File: config.mk
export PLATFORM = sky130hd
export DESIGN_NAME = spisp_top
export DESIGN_NICKNAME = d
export VERILOG_FILES = /design/src/spisp_top.v /design/src/spisp_sync.v
export VERILOG_INCLUDE_DIRS = /design/src
export SDC_FILE = /design/constraint.sdc
export NUM_CORES = 1
export LEC_CHECK = 0
export BUFFER_PORTS_ARGS = -buffer_cell sky130_fd_sc_hd__buf_2
export CORE_UTILIZATION = 55
export CTS_CLUSTER_SIZE = 10
export DETAILED_ROUTE_END_ITERATION = 8
export GPL_TIMING_DRIVEN = 0
export PLACE_DENSITY = 0.94
export SYNTH_ARGS = -nofsm -noshare
export SYNTH_HDL_FRONTEND = slang
export SYNTH_SLANG_ARGS = --single-unit
File: constraint.sdc
create_clock -name ref_clk -period 5 [get_ports ref_clk]
set_clock_uncertainty 0.1 [all_clocks]
set_input_delay 0 -clock ref_clk [delete_from_list [all_inputs] [get_ports ref_clk]]
set_output_delay 0 -clock ref_clk [all_outputs]
set_load 0.005 [all_outputs]
File: src/spisp_defines.vh
// Functional notes
// idle clock level: bit 0 high, 1 low
// capture edge chosen by idle level and bit
// bit order select: 0 lsb first, 1 msb
// select pin floats unless enable bit set
// data write during transfer dropped, collision set
// collision flag cleared only by software zero
// done flag set by hardware, software clears
// done flag drives interrupt request output
// master data write starts full duplex exchange
// slave shifts data out and in together
// external master asserts select before clocking
// clock settings fixed before transfer starts
// slave output bit timed by clock settings
// master runs whenever chosen clock source runs
// two spare control bits store and return
// mode field picks master clock, slave, none
// unit disable releases pins, keeps settings
// slave deselect midway sets incomplete and done
// software incomplete set never sets done
// every transfer moves exactly eight bits
`ifndef SPISP_DEFINES_VH
`define SPISP_DEFINES_VH

// register byte offsets
`define SPISP_OFF_UNIT_CTRL 8'h00
`define SPISP_OFF_SPI_CTRL 8'h04
`define SPISP_OFF_SHIFT_DATA 8'h08

// unit control fields
`define SPISP_UC_MODE_LSB 5
`define SPISP_UC_EN_BIT 1
`define SPISP_UC_ICF_BIT 0
`define SPISP_UC_MODE_RST 3'b111

// spi control fields
`define SPISP_SC_SPARE_LSB 6
`define SPISP_SC_IDLE_LOW_BIT 5
`define SPISP_SC_CAP_EDGE_BIT 4
`define SPISP_SC_MSB_BIT 3
`define SPISP_SC_SEL_EN_BIT 2
`define SPISP_SC_WRITE_COLLISION_FLAG_BIT 1
`define SPISP_SC_TRF_BIT 0
`define SPISP_SC_RST 8'h00

// unit mode codes
`define SPISP_MODE_DIV4 3'b000
`define SPISP_MODE_DIV16 3'b001
`define SPISP_MODE_DIV64 3'b010
`define SPISP_MODE_SUB 3'b011
`define SPISP_MODE_TIMER 3'b100
`define SPISP_MODE_SLAVE 3'b101
`define SPISP_MODE_I2C 3'b110
`define SPISP_MODE_NONE 3'b111

// half periods of the divided master clock, in ref_clk cycles
`define SPISP_DIV4_HALF 6'd2
`define SPISP_DIV16_HALF 6'd8
`define SPISP_DIV64_HALF 6'd32

// transfer length and bus responses
`define SPISP_XFER_BITS 4'd8
`define SPISP_RESP_OKAY 2'b00
`define SPISP_RESP_SLVERR 2'b10

`endif

File: src/spisp_top.v
// Register access over AXI4-Lite and the register addresses are this design's own decisions.
`timescale 1ns/100ps
`include "spisp_defines.vh"
module spisp_top #(
    parameter [5:0] DIV4_HALF = `SPISP_DIV4_HALF,
    parameter [5:0] DIV16_HALF = `SPISP_DIV16_HALF,
    parameter [5:0] DIV64_HALF = `SPISP_DIV64_HALF
) (
    input wire ref_clk,
    input wire sys_rst,
    input wire [7:0] s_axi_awaddr,
    input wire s_axi_awvalid,
    output reg s_axi_awready,
    input wire [31:0] s_axi_wdata,
    input wire [3:0] s_axi_wstrb,
    input wire s_axi_wvalid,
    output reg s_axi_wready,
    output reg [1:0] s_axi_bresp,
    output reg s_axi_bvalid,
    input wire s_axi_bready,
    input wire [7:0] s_axi_araddr,
    input wire s_axi_arvalid,
    output reg s_axi_arready,
    output reg [31:0] s_axi_rdata,
    output reg [1:0] s_axi_rresp,
    output reg s_axi_rvalid,
    input wire s_axi_rready,
    input wire sck_in,
    output reg sck_out,
    output reg sck_oe,
    input wire sdi_in,
    output reg sdo_out,
    output reg sdo_oe,
    input wire ss_n_in,
    output reg ss_n_out,
    output reg ss_n_oe,
    input wire sub_clk_in,
    input wire timer_match,
    output reg xfer_irq
);

// unit control state
reg [2:0] unit_mode_field;
reg serial_unit_enable;
reg incomplete_transfer_flag;
// spi control state
reg [1:0] spare_bits;
reg clock_idle_low_sel;
reg capture_edge_sel;
reg msb_first_sel;
reg select_pin_enable;
reg write_collision_flag;
reg transfer_done_flag;
// shifter and sequencing
reg [7:0] shift_data_reg;
reg running;
reg running_d;
reg [3:0] half_cnt;
reg [3:0] bit_cnt;
reg [5:0] div_cnt;
reg act_idle_low;
reg act_cap_edge;
// bus slave state
reg aw_got;
reg w_got;
reg [7:0] aw_addr_q;
reg [31:0] w_data_q;
reg w_strb0_q;
// delayed copies of synchronised pins for edge finding
reg sck_d;
reg ss_d;
reg sub_d;

wire [3:0] pin_sync;
wire sub_s = pin_sync[3];
wire sck_s = pin_sync[2];
wire ss_n_s = pin_sync[1];
wire sdi_s = pin_sync[0];

// true when an edge of the given direction is the capture edge
function is_cap;
    input rise;
    input idle_low;
    input cap_edge;
    begin
        is_cap = rise ? (idle_low ~^ cap_edge) : (idle_low ^ cap_edge);
    end
endfunction

// bit that leaves the shifter next
function out_bit;
    input [7:0] d;
    input msb;
    begin
        out_bit = msb ? d[7] : d[0];
    end
endfunction

// shift one received bit in from the side opposite the outgoing bit
function [7:0] shift_in;
    input [7:0] d;
    input b;
    input msb;
    begin
        shift_in = msb ? {d[6:0], b} : {b, d[7:1]};
    end
endfunction

// register index from a byte address; 2'd3 means unmapped
function [1:0] reg_sel;
    input [7:0] addr;
    begin
        if ({addr[7:2], 2'b00} == `SPISP_OFF_UNIT_CTRL)
            reg_sel = 2'd0;
        else if ({addr[7:2], 2'b00} == `SPISP_OFF_SPI_CTRL)
            reg_sel = 2'd1;
        else if ({addr[7:2], 2'b00} == `SPISP_OFF_SHIFT_DATA)
            reg_sel = 2'd2;
        else
            reg_sel = 2'd3;
    end
endfunction

// pins come from outside the clock domain
spisp_sync #(
    .WIDTH(4)
) u_sync (
    .ref_clk(ref_clk),
    .sys_rst(sys_rst),
    .async_in({sub_clk_in, sck_in, ss_n_in, sdi_in}),
    .sync_out(pin_sync)
);

// mode decode; i2c and none codes leave the spi idle
wire is_master = serial_unit_enable && (unit_mode_field <= `SPISP_MODE_TIMER);
wire is_slave = serial_unit_enable && (unit_mode_field == `SPISP_MODE_SLAVE);

// half-period tick of the master clock from the selected source
reg div_hit;
always @* begin
    div_hit = 1'b0;
    case (unit_mode_field)
        `SPISP_MODE_DIV4: div_hit = (div_cnt == DIV4_HALF - 6'd1);
        `SPISP_MODE_DIV16: div_hit = (div_cnt == DIV16_HALF - 6'd1);
        `SPISP_MODE_DIV64: div_hit = (div_cnt == DIV64_HALF - 6'd1);
        `SPISP_MODE_SUB: div_hit = sub_s ^ sub_d;
        `SPISP_MODE_TIMER: div_hit = timer_match;
        default: div_hit = 1'b0;
    endcase
end

// no edge in the first running cycle so the select leads the clock;
// the tick needs running and running_d as well as a hit from the chosen source
wire half_tick = running && running_d && div_hit;
wire m_cap = half_tick && is_cap(~sck_out, act_idle_low, act_cap_edge);
wire m_launch = half_tick && !m_cap;

// slave side: select gating and edges of the synchronised clock
wire s_sel = !select_pin_enable || !ss_n_s;
wire s_rise = sck_s && !sck_d;
wire s_fall = !sck_s && sck_d;
wire s_edge = is_slave && s_sel && (s_rise || s_fall);
wire s_cap = s_edge && is_cap(s_rise, act_idle_low, act_cap_edge);
wire s_launch = s_edge && !s_cap;
wire s_abort = is_slave && select_pin_enable && ss_n_s && !ss_d
    && (bit_cnt != 4'd0);

// a slave capture in the same cycle counts as busy, so a load it would overwrite is refused with a collision
wire busy = running || (bit_cnt != 4'd0) || s_cap;

// bus handshake next values
wire b_done = s_axi_bvalid && s_axi_bready;
wire next_aw_got = aw_got ? !b_done : (s_axi_awvalid && s_axi_awready);
wire next_w_got = w_got ? !b_done : (s_axi_wvalid && s_axi_wready);
wire next_rvalid = s_axi_rvalid ? !s_axi_rready : (s_axi_arvalid && s_axi_arready);
wire wr_do = aw_got && w_got && !s_axi_bvalid;
wire [1:0] wr_sel = reg_sel(aw_addr_q);
wire [1:0] rd_sel = reg_sel(s_axi_araddr);

// axi4-lite slave: address and data taken in either order, one at a time
always @(posedge ref_clk) begin
    if (sys_rst) begin
        aw_got <= 1'b0;
        w_got <= 1'b0;
        aw_addr_q <= 8'h00;
        w_data_q <= 32'h00000000;
        w_strb0_q <= 1'b0;
        s_axi_awready <= 1'b0;
        s_axi_wready <= 1'b0;
        s_axi_bvalid <= 1'b0;
        s_axi_bresp <= `SPISP_RESP_OKAY;
        s_axi_arready <= 1'b0;
        s_axi_rvalid <= 1'b0;
        s_axi_rresp <= `SPISP_RESP_OKAY;
        s_axi_rdata <= 32'h00000000;
    end else begin
        aw_got <= next_aw_got;
        w_got <= next_w_got;
        s_axi_awready <= !next_aw_got;
        s_axi_wready <= !next_w_got;
        if (s_axi_awvalid && s_axi_awready) begin
            aw_addr_q <= s_axi_awaddr;
        end
        if (s_axi_wvalid && s_axi_wready) begin
            w_data_q <= s_axi_wdata;
            w_strb0_q <= s_axi_wstrb[0];
        end
        if (wr_do) begin
            s_axi_bvalid <= 1'b1;
            s_axi_bresp <= (wr_sel == 2'd3) ? `SPISP_RESP_SLVERR : `SPISP_RESP_OKAY;
        end else if (b_done) begin
            s_axi_bvalid <= 1'b0;
        end
        s_axi_rvalid <= next_rvalid;
        s_axi_arready <= !next_rvalid;
        if (s_axi_arvalid && s_axi_arready) begin
            s_axi_rresp <= (rd_sel == 2'd3) ? `SPISP_RESP_SLVERR : `SPISP_RESP_OKAY;
            case (rd_sel)
                2'd0: s_axi_rdata <= {24'h000000, unit_mode_field, 1'b0, 2'b00,
                    serial_unit_enable, incomplete_transfer_flag};
                2'd1: s_axi_rdata <= {24'h000000, spare_bits, clock_idle_low_sel,
                    capture_edge_sel, msb_first_sel, select_pin_enable,
                    write_collision_flag, transfer_done_flag};
                2'd2: s_axi_rdata <= {24'h000000, shift_data_reg};
                default: s_axi_rdata <= 32'h00000000;
            endcase
        end
    end
end

// register file, shifter and transfer sequencing; hardware sets are
// written after software clears so a set in the same cycle wins
always @(posedge ref_clk) begin
    if (sys_rst) begin
        unit_mode_field <= `SPISP_UC_MODE_RST;
        serial_unit_enable <= 1'b0;
        incomplete_transfer_flag <= 1'b0;
        {spare_bits, clock_idle_low_sel, capture_edge_sel, msb_first_sel,
            select_pin_enable, write_collision_flag, transfer_done_flag} <= `SPISP_SC_RST;
        shift_data_reg <= 8'h00;
        running <= 1'b0;
        running_d <= 1'b0;
        half_cnt <= 4'h0;
        bit_cnt <= 4'h0;
        div_cnt <= 6'h00;
        act_idle_low <= 1'b0;
        act_cap_edge <= 1'b0;
        sck_d <= 1'b0;
        ss_d <= 1'b0;
        sub_d <= 1'b0;
    end else begin
        sck_d <= sck_s;
        ss_d <= ss_n_s;
        sub_d <= sub_s;
        running_d <= running;
        // clock settings only follow software between transfers
        if (!busy) begin
            act_idle_low <= clock_idle_low_sel;
            act_cap_edge <= capture_edge_sel;
        end
        // software writes
        if (wr_do && w_strb0_q) begin
            case (wr_sel)
                2'd0: begin
                    unit_mode_field <= w_data_q[`SPISP_UC_MODE_LSB+2:`SPISP_UC_MODE_LSB];
                    serial_unit_enable <= w_data_q[`SPISP_UC_EN_BIT];
                    // a software set stays here and never reaches the done flag
                    incomplete_transfer_flag <= w_data_q[`SPISP_UC_ICF_BIT];
                end
                2'd1: begin
                    spare_bits <= w_data_q[`SPISP_SC_SPARE_LSB+1:`SPISP_SC_SPARE_LSB];
                    clock_idle_low_sel <= w_data_q[`SPISP_SC_IDLE_LOW_BIT];
                    capture_edge_sel <= w_data_q[`SPISP_SC_CAP_EDGE_BIT];
                    msb_first_sel <= w_data_q[`SPISP_SC_MSB_BIT];
                    select_pin_enable <= w_data_q[`SPISP_SC_SEL_EN_BIT];
                    // flags: writing zero clears, writing one leaves them
                    if (!w_data_q[`SPISP_SC_WRITE_COLLISION_FLAG_BIT])
                        write_collision_flag <= 1'b0;
                    if (!w_data_q[`SPISP_SC_TRF_BIT])
                        transfer_done_flag <= 1'b0;
                end
                2'd2: begin
                    if (busy) begin
                        write_collision_flag <= 1'b1;
                    end else begin
                        shift_data_reg <= w_data_q[7:0];
                        if (is_master) begin
                            running <= 1'b1;
                            half_cnt <= 4'h0;
                        end
                    end
                end
                default: begin
                end
            endcase
        end
        // divider restarts with every transfer so the first half is full
        if (!running || div_hit)
            div_cnt <= 6'h00;
        else
            div_cnt <= div_cnt + 6'd1;
        // master: toggle the clock, capture on one edge, launch on the other
        if (half_tick) begin
            half_cnt <= half_cnt + 4'd1;
            if (m_cap)
                shift_data_reg <= shift_in(shift_data_reg, sdi_s, msb_first_sel);
            if (half_cnt == {`SPISP_XFER_BITS, 1'b0} - 5'd1) begin
                running <= 1'b0;
                transfer_done_flag <= 1'b1;
            end
        end
        // leaving master mode or disabling the unit aborts quietly
        if (!is_master)
            running <= 1'b0;
        // slave: count captured bits, done after a full byte
        if (s_cap) begin
            shift_data_reg <= shift_in(shift_data_reg, sdi_s, msb_first_sel);
            if (bit_cnt == `SPISP_XFER_BITS - 4'd1) begin
                bit_cnt <= 4'h0;
                transfer_done_flag <= 1'b1;
            end else begin
                bit_cnt <= bit_cnt + 4'd1;
            end
        end else if (!is_slave || !s_sel) begin
            bit_cnt <= 4'h0;
        end
        // early deselect flags both the incomplete and the done state
        if (s_abort) begin
            incomplete_transfer_flag <= 1'b1;
            transfer_done_flag <= 1'b1;
        end
    end
end

// pin drivers, all registered; disabled unit releases every pin
always @(posedge ref_clk) begin
    if (sys_rst) begin
        sck_out <= 1'b1;
        sck_oe <= 1'b0;
        sdo_out <= 1'b0;
        sdo_oe <= 1'b0;
        ss_n_out <= 1'b1;
        ss_n_oe <= 1'b0;
        xfer_irq <= 1'b0;
    end else begin
        // idle level follows the select bit whenever no clock runs
        if (!running)
            sck_out <= !clock_idle_low_sel;
        else if (half_tick)
            sck_out <= !sck_out;
        sck_oe <= is_master;
        // outgoing bit: preset on load, refreshed on each launch edge
        if (wr_do && w_strb0_q && (wr_sel == 2'd2) && !busy)
            sdo_out <= out_bit(w_data_q[7:0], msb_first_sel);
        else if (m_launch || s_launch)
            sdo_out <= out_bit(shift_data_reg, msb_first_sel);
        sdo_oe <= is_master || (is_slave && s_sel);
        // select held two cycles past the last edge; floats when disabled
        ss_n_out <= !(running || running_d);
        ss_n_oe <= is_master && select_pin_enable;
        xfer_irq <= transfer_done_flag;
    end
end

endmodule // spisp_top

File: src/spisp_sync.v
`timescale 1ns/100ps
module spisp_sync #(
    parameter WIDTH = 4
) (
    input wire ref_clk,
    input wire sys_rst,
    input wire [WIDTH-1:0] async_in,
    output reg [WIDTH-1:0] sync_out
);

reg [WIDTH-1:0] meta;

// two stage synchroniser; only the second stage is visible outside
always @(posedge ref_clk) begin
    if (sys_rst) begin
        meta <= {WIDTH{1'b0}};
        sync_out <= {WIDTH{1'b0}};
    end else begin
        meta <= async_in;
        sync_out <= meta;
    end
end

endmodule // spisp_sync

==> results.toml <==
[sta]
fmax_mhz = 445
setup_tns_ps = 0
hold_viol = 0
finalWorstSetupSlack_ps = 2750
slew_headroom = 0.502
min_period_ps = 2250
tightest_slew_ps = 746
drv_slew = 0
period_share = 0.450
rsz0062_at_grt = "false"
setup_viol = 0

[drt]
via_count = 3461
initialDrtViolationCount = 269
drc_errors = 0
drt-pass1-iter-count = 5
vias_per_cell = 5.37
wirelength_um = 9350
avgRoutedWirePerCell_um = 14.5
ant_nets = 0

[setup_path]
crit_chain = "and4b_1 -> a31oi_4 -> a211oi_2 -> o21bai_1 -> o22ai_1"
cp-start-kind = "register"
worstPathArrival_ps = 2360
slowest_delay_ps = 610
crit_path_end_kind = "register"
slowest_stage = "o21bai_1"
worstSetupPathType = "register to register"
worst-path-max-fanout = 8
cp_num_buf_inv = 0
cp_data_required_time_ps = 5110
cpLargestDelayFamily = "compound AO/OA/AOI/OAI gates"

[floorplanning]
dieArea_mm2 = 0.00752
num_rows = 30
core_mm2 = 0.00687
io_pins = 112
die_w_um = 86.7
initial_core_util = 0.575
die_y_um = 86.7

[pwr]
vdd_drop_max_mv = 0.171
clkPwrFrac = 0.403
switching_share = 0.229
comb_power_share = 0.077
seqPwrFrac = 0.520
intPower_mw = 1.09
switchingPower_uw = 324
p_leak_nw = 1.95
power_density_mw_per_mm2 = 285

[place]
hpwl_um = 6310
place_ws_ps = 2810
routabilityCongestion = 0.871
portBuffers = 52

[hold_path]
hold_class = "input pin to register"

[synthesis]
synthArstFlopShare = 0
ys.flop_type = "dfxtp_1"
synthCells = 424
synth-edff-count = 0
synth-seq-area-share = 0.451
synth-warning-count = 0
postSynthAreaPerCell_um2 = 9.31
synth_seq_cells = 89
netlist_area_mm2 = 0.00395
synth_cell_types = 49

[final_layout]
final_common_cell = "dfxtp_1"
fin_nets = 612
synthToLayoutAreaGrowth_pct = 25.9
drive_gt1_frac = 0.199
diodes = 0
n_fill_cell = 489
layout_common_cells = "89 x dfxtp_1, 55 x buf_2, 45 x nand2_1"

[global_route]
grt_pass1_vias = 3323
globalRouteTotalUtil = 0.266
grt_pass1_wl_um = 15300
grt_max_degree = 16
antenna_found_initial = 0
overflow = 0

[clock_tree]
clk_pin_slew_ps = 90
clockBufferDepth = 2
cts_made_buffers = 9
clock_sinks = 89
cts_tree = "done"
insertion_delay_ps = 370
post_cts_buffers = 0
root_buffer = "clkbuf_8"
cts_max_level = 3

[status]
status = "finished clean"

[run]
drv_cap = 0
==> metrics by stage <==
step                      hold WS, ps  cell area (um2)  utilization  power, mW  instances
after global placement            109             4420        0.644      0.836        597
after detailed placement          116             4420        0.644      0.839        597
after floorplan                  28.2             4040            -      0.808        449
final                            36.5             4970        0.723       1.42        644
after global routing             96.6             4970        0.723       1.46        644
after CTS                        19.4             4970        0.723       1.42        644
==> path summary, 6_finish.rpt <==
kind / startpoint / to / slack [ps] / cells past startpoint
hold / removal: s_axi_awvalid / aw_addr_q[4] / 40 / 4
setup reg to reg: unit_mode_field[2] / shift_data_reg[2] / 2750 / 5
hold reg to reg: u_sync.meta[3] / u_sync.sync_out[3] / 340 / 1
setup / recovery: unit_mode_field[2] / shift_data_reg[2] / 2750 / 5
==> layout make-up <==
class,count,area (um2),area share
Tap cell,96,120,0.0242
Multi-Input combinational cell,312,1970,0.397
Clock buffer,11,151,0.0305
Timing Repair Buffer,83,571,0.115
Sequential cell,89,1780,0.359
Buffer,42,267,0.0536
Inverter,6,22.5,0.00453
Clock inverter,5,85.1,0.0171
==> routing by layer <==
layer,wire length [um],track usage,vias up
met1,3980,0.320,1622
met2,4580,0.452,156
met5,0,0,-
met3,537,0.0438,23
met4,247,0.153,0
li1,-,-,1660
==> logic make-up after synthesis <==
group,count (synthesis),synth area share
DFF,89,0.451
xor gates and xnor gates,11,0.0282
and+or+nand+nor,161,0.210
other,1,0.000950
buffers and inverters,48,0.0732
muxes,35,0.0887
adders and majority gates,5,0.0158
AOI/OAI and AO/OA,74,0.132
==> worst min-delay path: stages <==
cell and delay, ps:
buf_2 140, nand2_1 160, nand2_1 100, a21oi_1 50
==> repair_timing <==
action	CTS	global route
hold buffers	31	0
hold endpoints to repair	31	0
gates resized for setup	0	0
==> synthesized netlist by cell type, drive strengths merged (4+ instances only) <==
master / n / area (um2)
dfxtp: 89 / 1780
nand2: 45 / 169
nor2: 44 / 168
mux2i: 35 / 350
buf: 33 / 233
a21oi: 30 / 165
nor2b: 24 / 150
nand3: 15 / 75.1
a22oi: 9 / 67.6
clkbuf: 9 / 33.8
o22ai: 8 / 50.1
inv: 6 / 22.5
o21ai: 6 / 30.0
or3: 6 / 37.5
ha: 5 / 62.6
xnor2: 5 / 43.8
xor2: 5 / 43.8
a211oi: 4 / 35.0
nand2b: 4 / 25.0
nor4: 4 / 55.1
==> power by group through the flow <==
stage	sequential [mW]	combinational (mW)	clock, mW
after floorplan	0.749	0.0592	0
after global placement	0.751	0.0853	0
after detailed placement	0.752	0.0873	0
after CTS	0.735	0.106	0.578
after global routing	0.738	0.121	0.599
final	0.736	0.109	0.571
(Power assumes the default switching activity.)
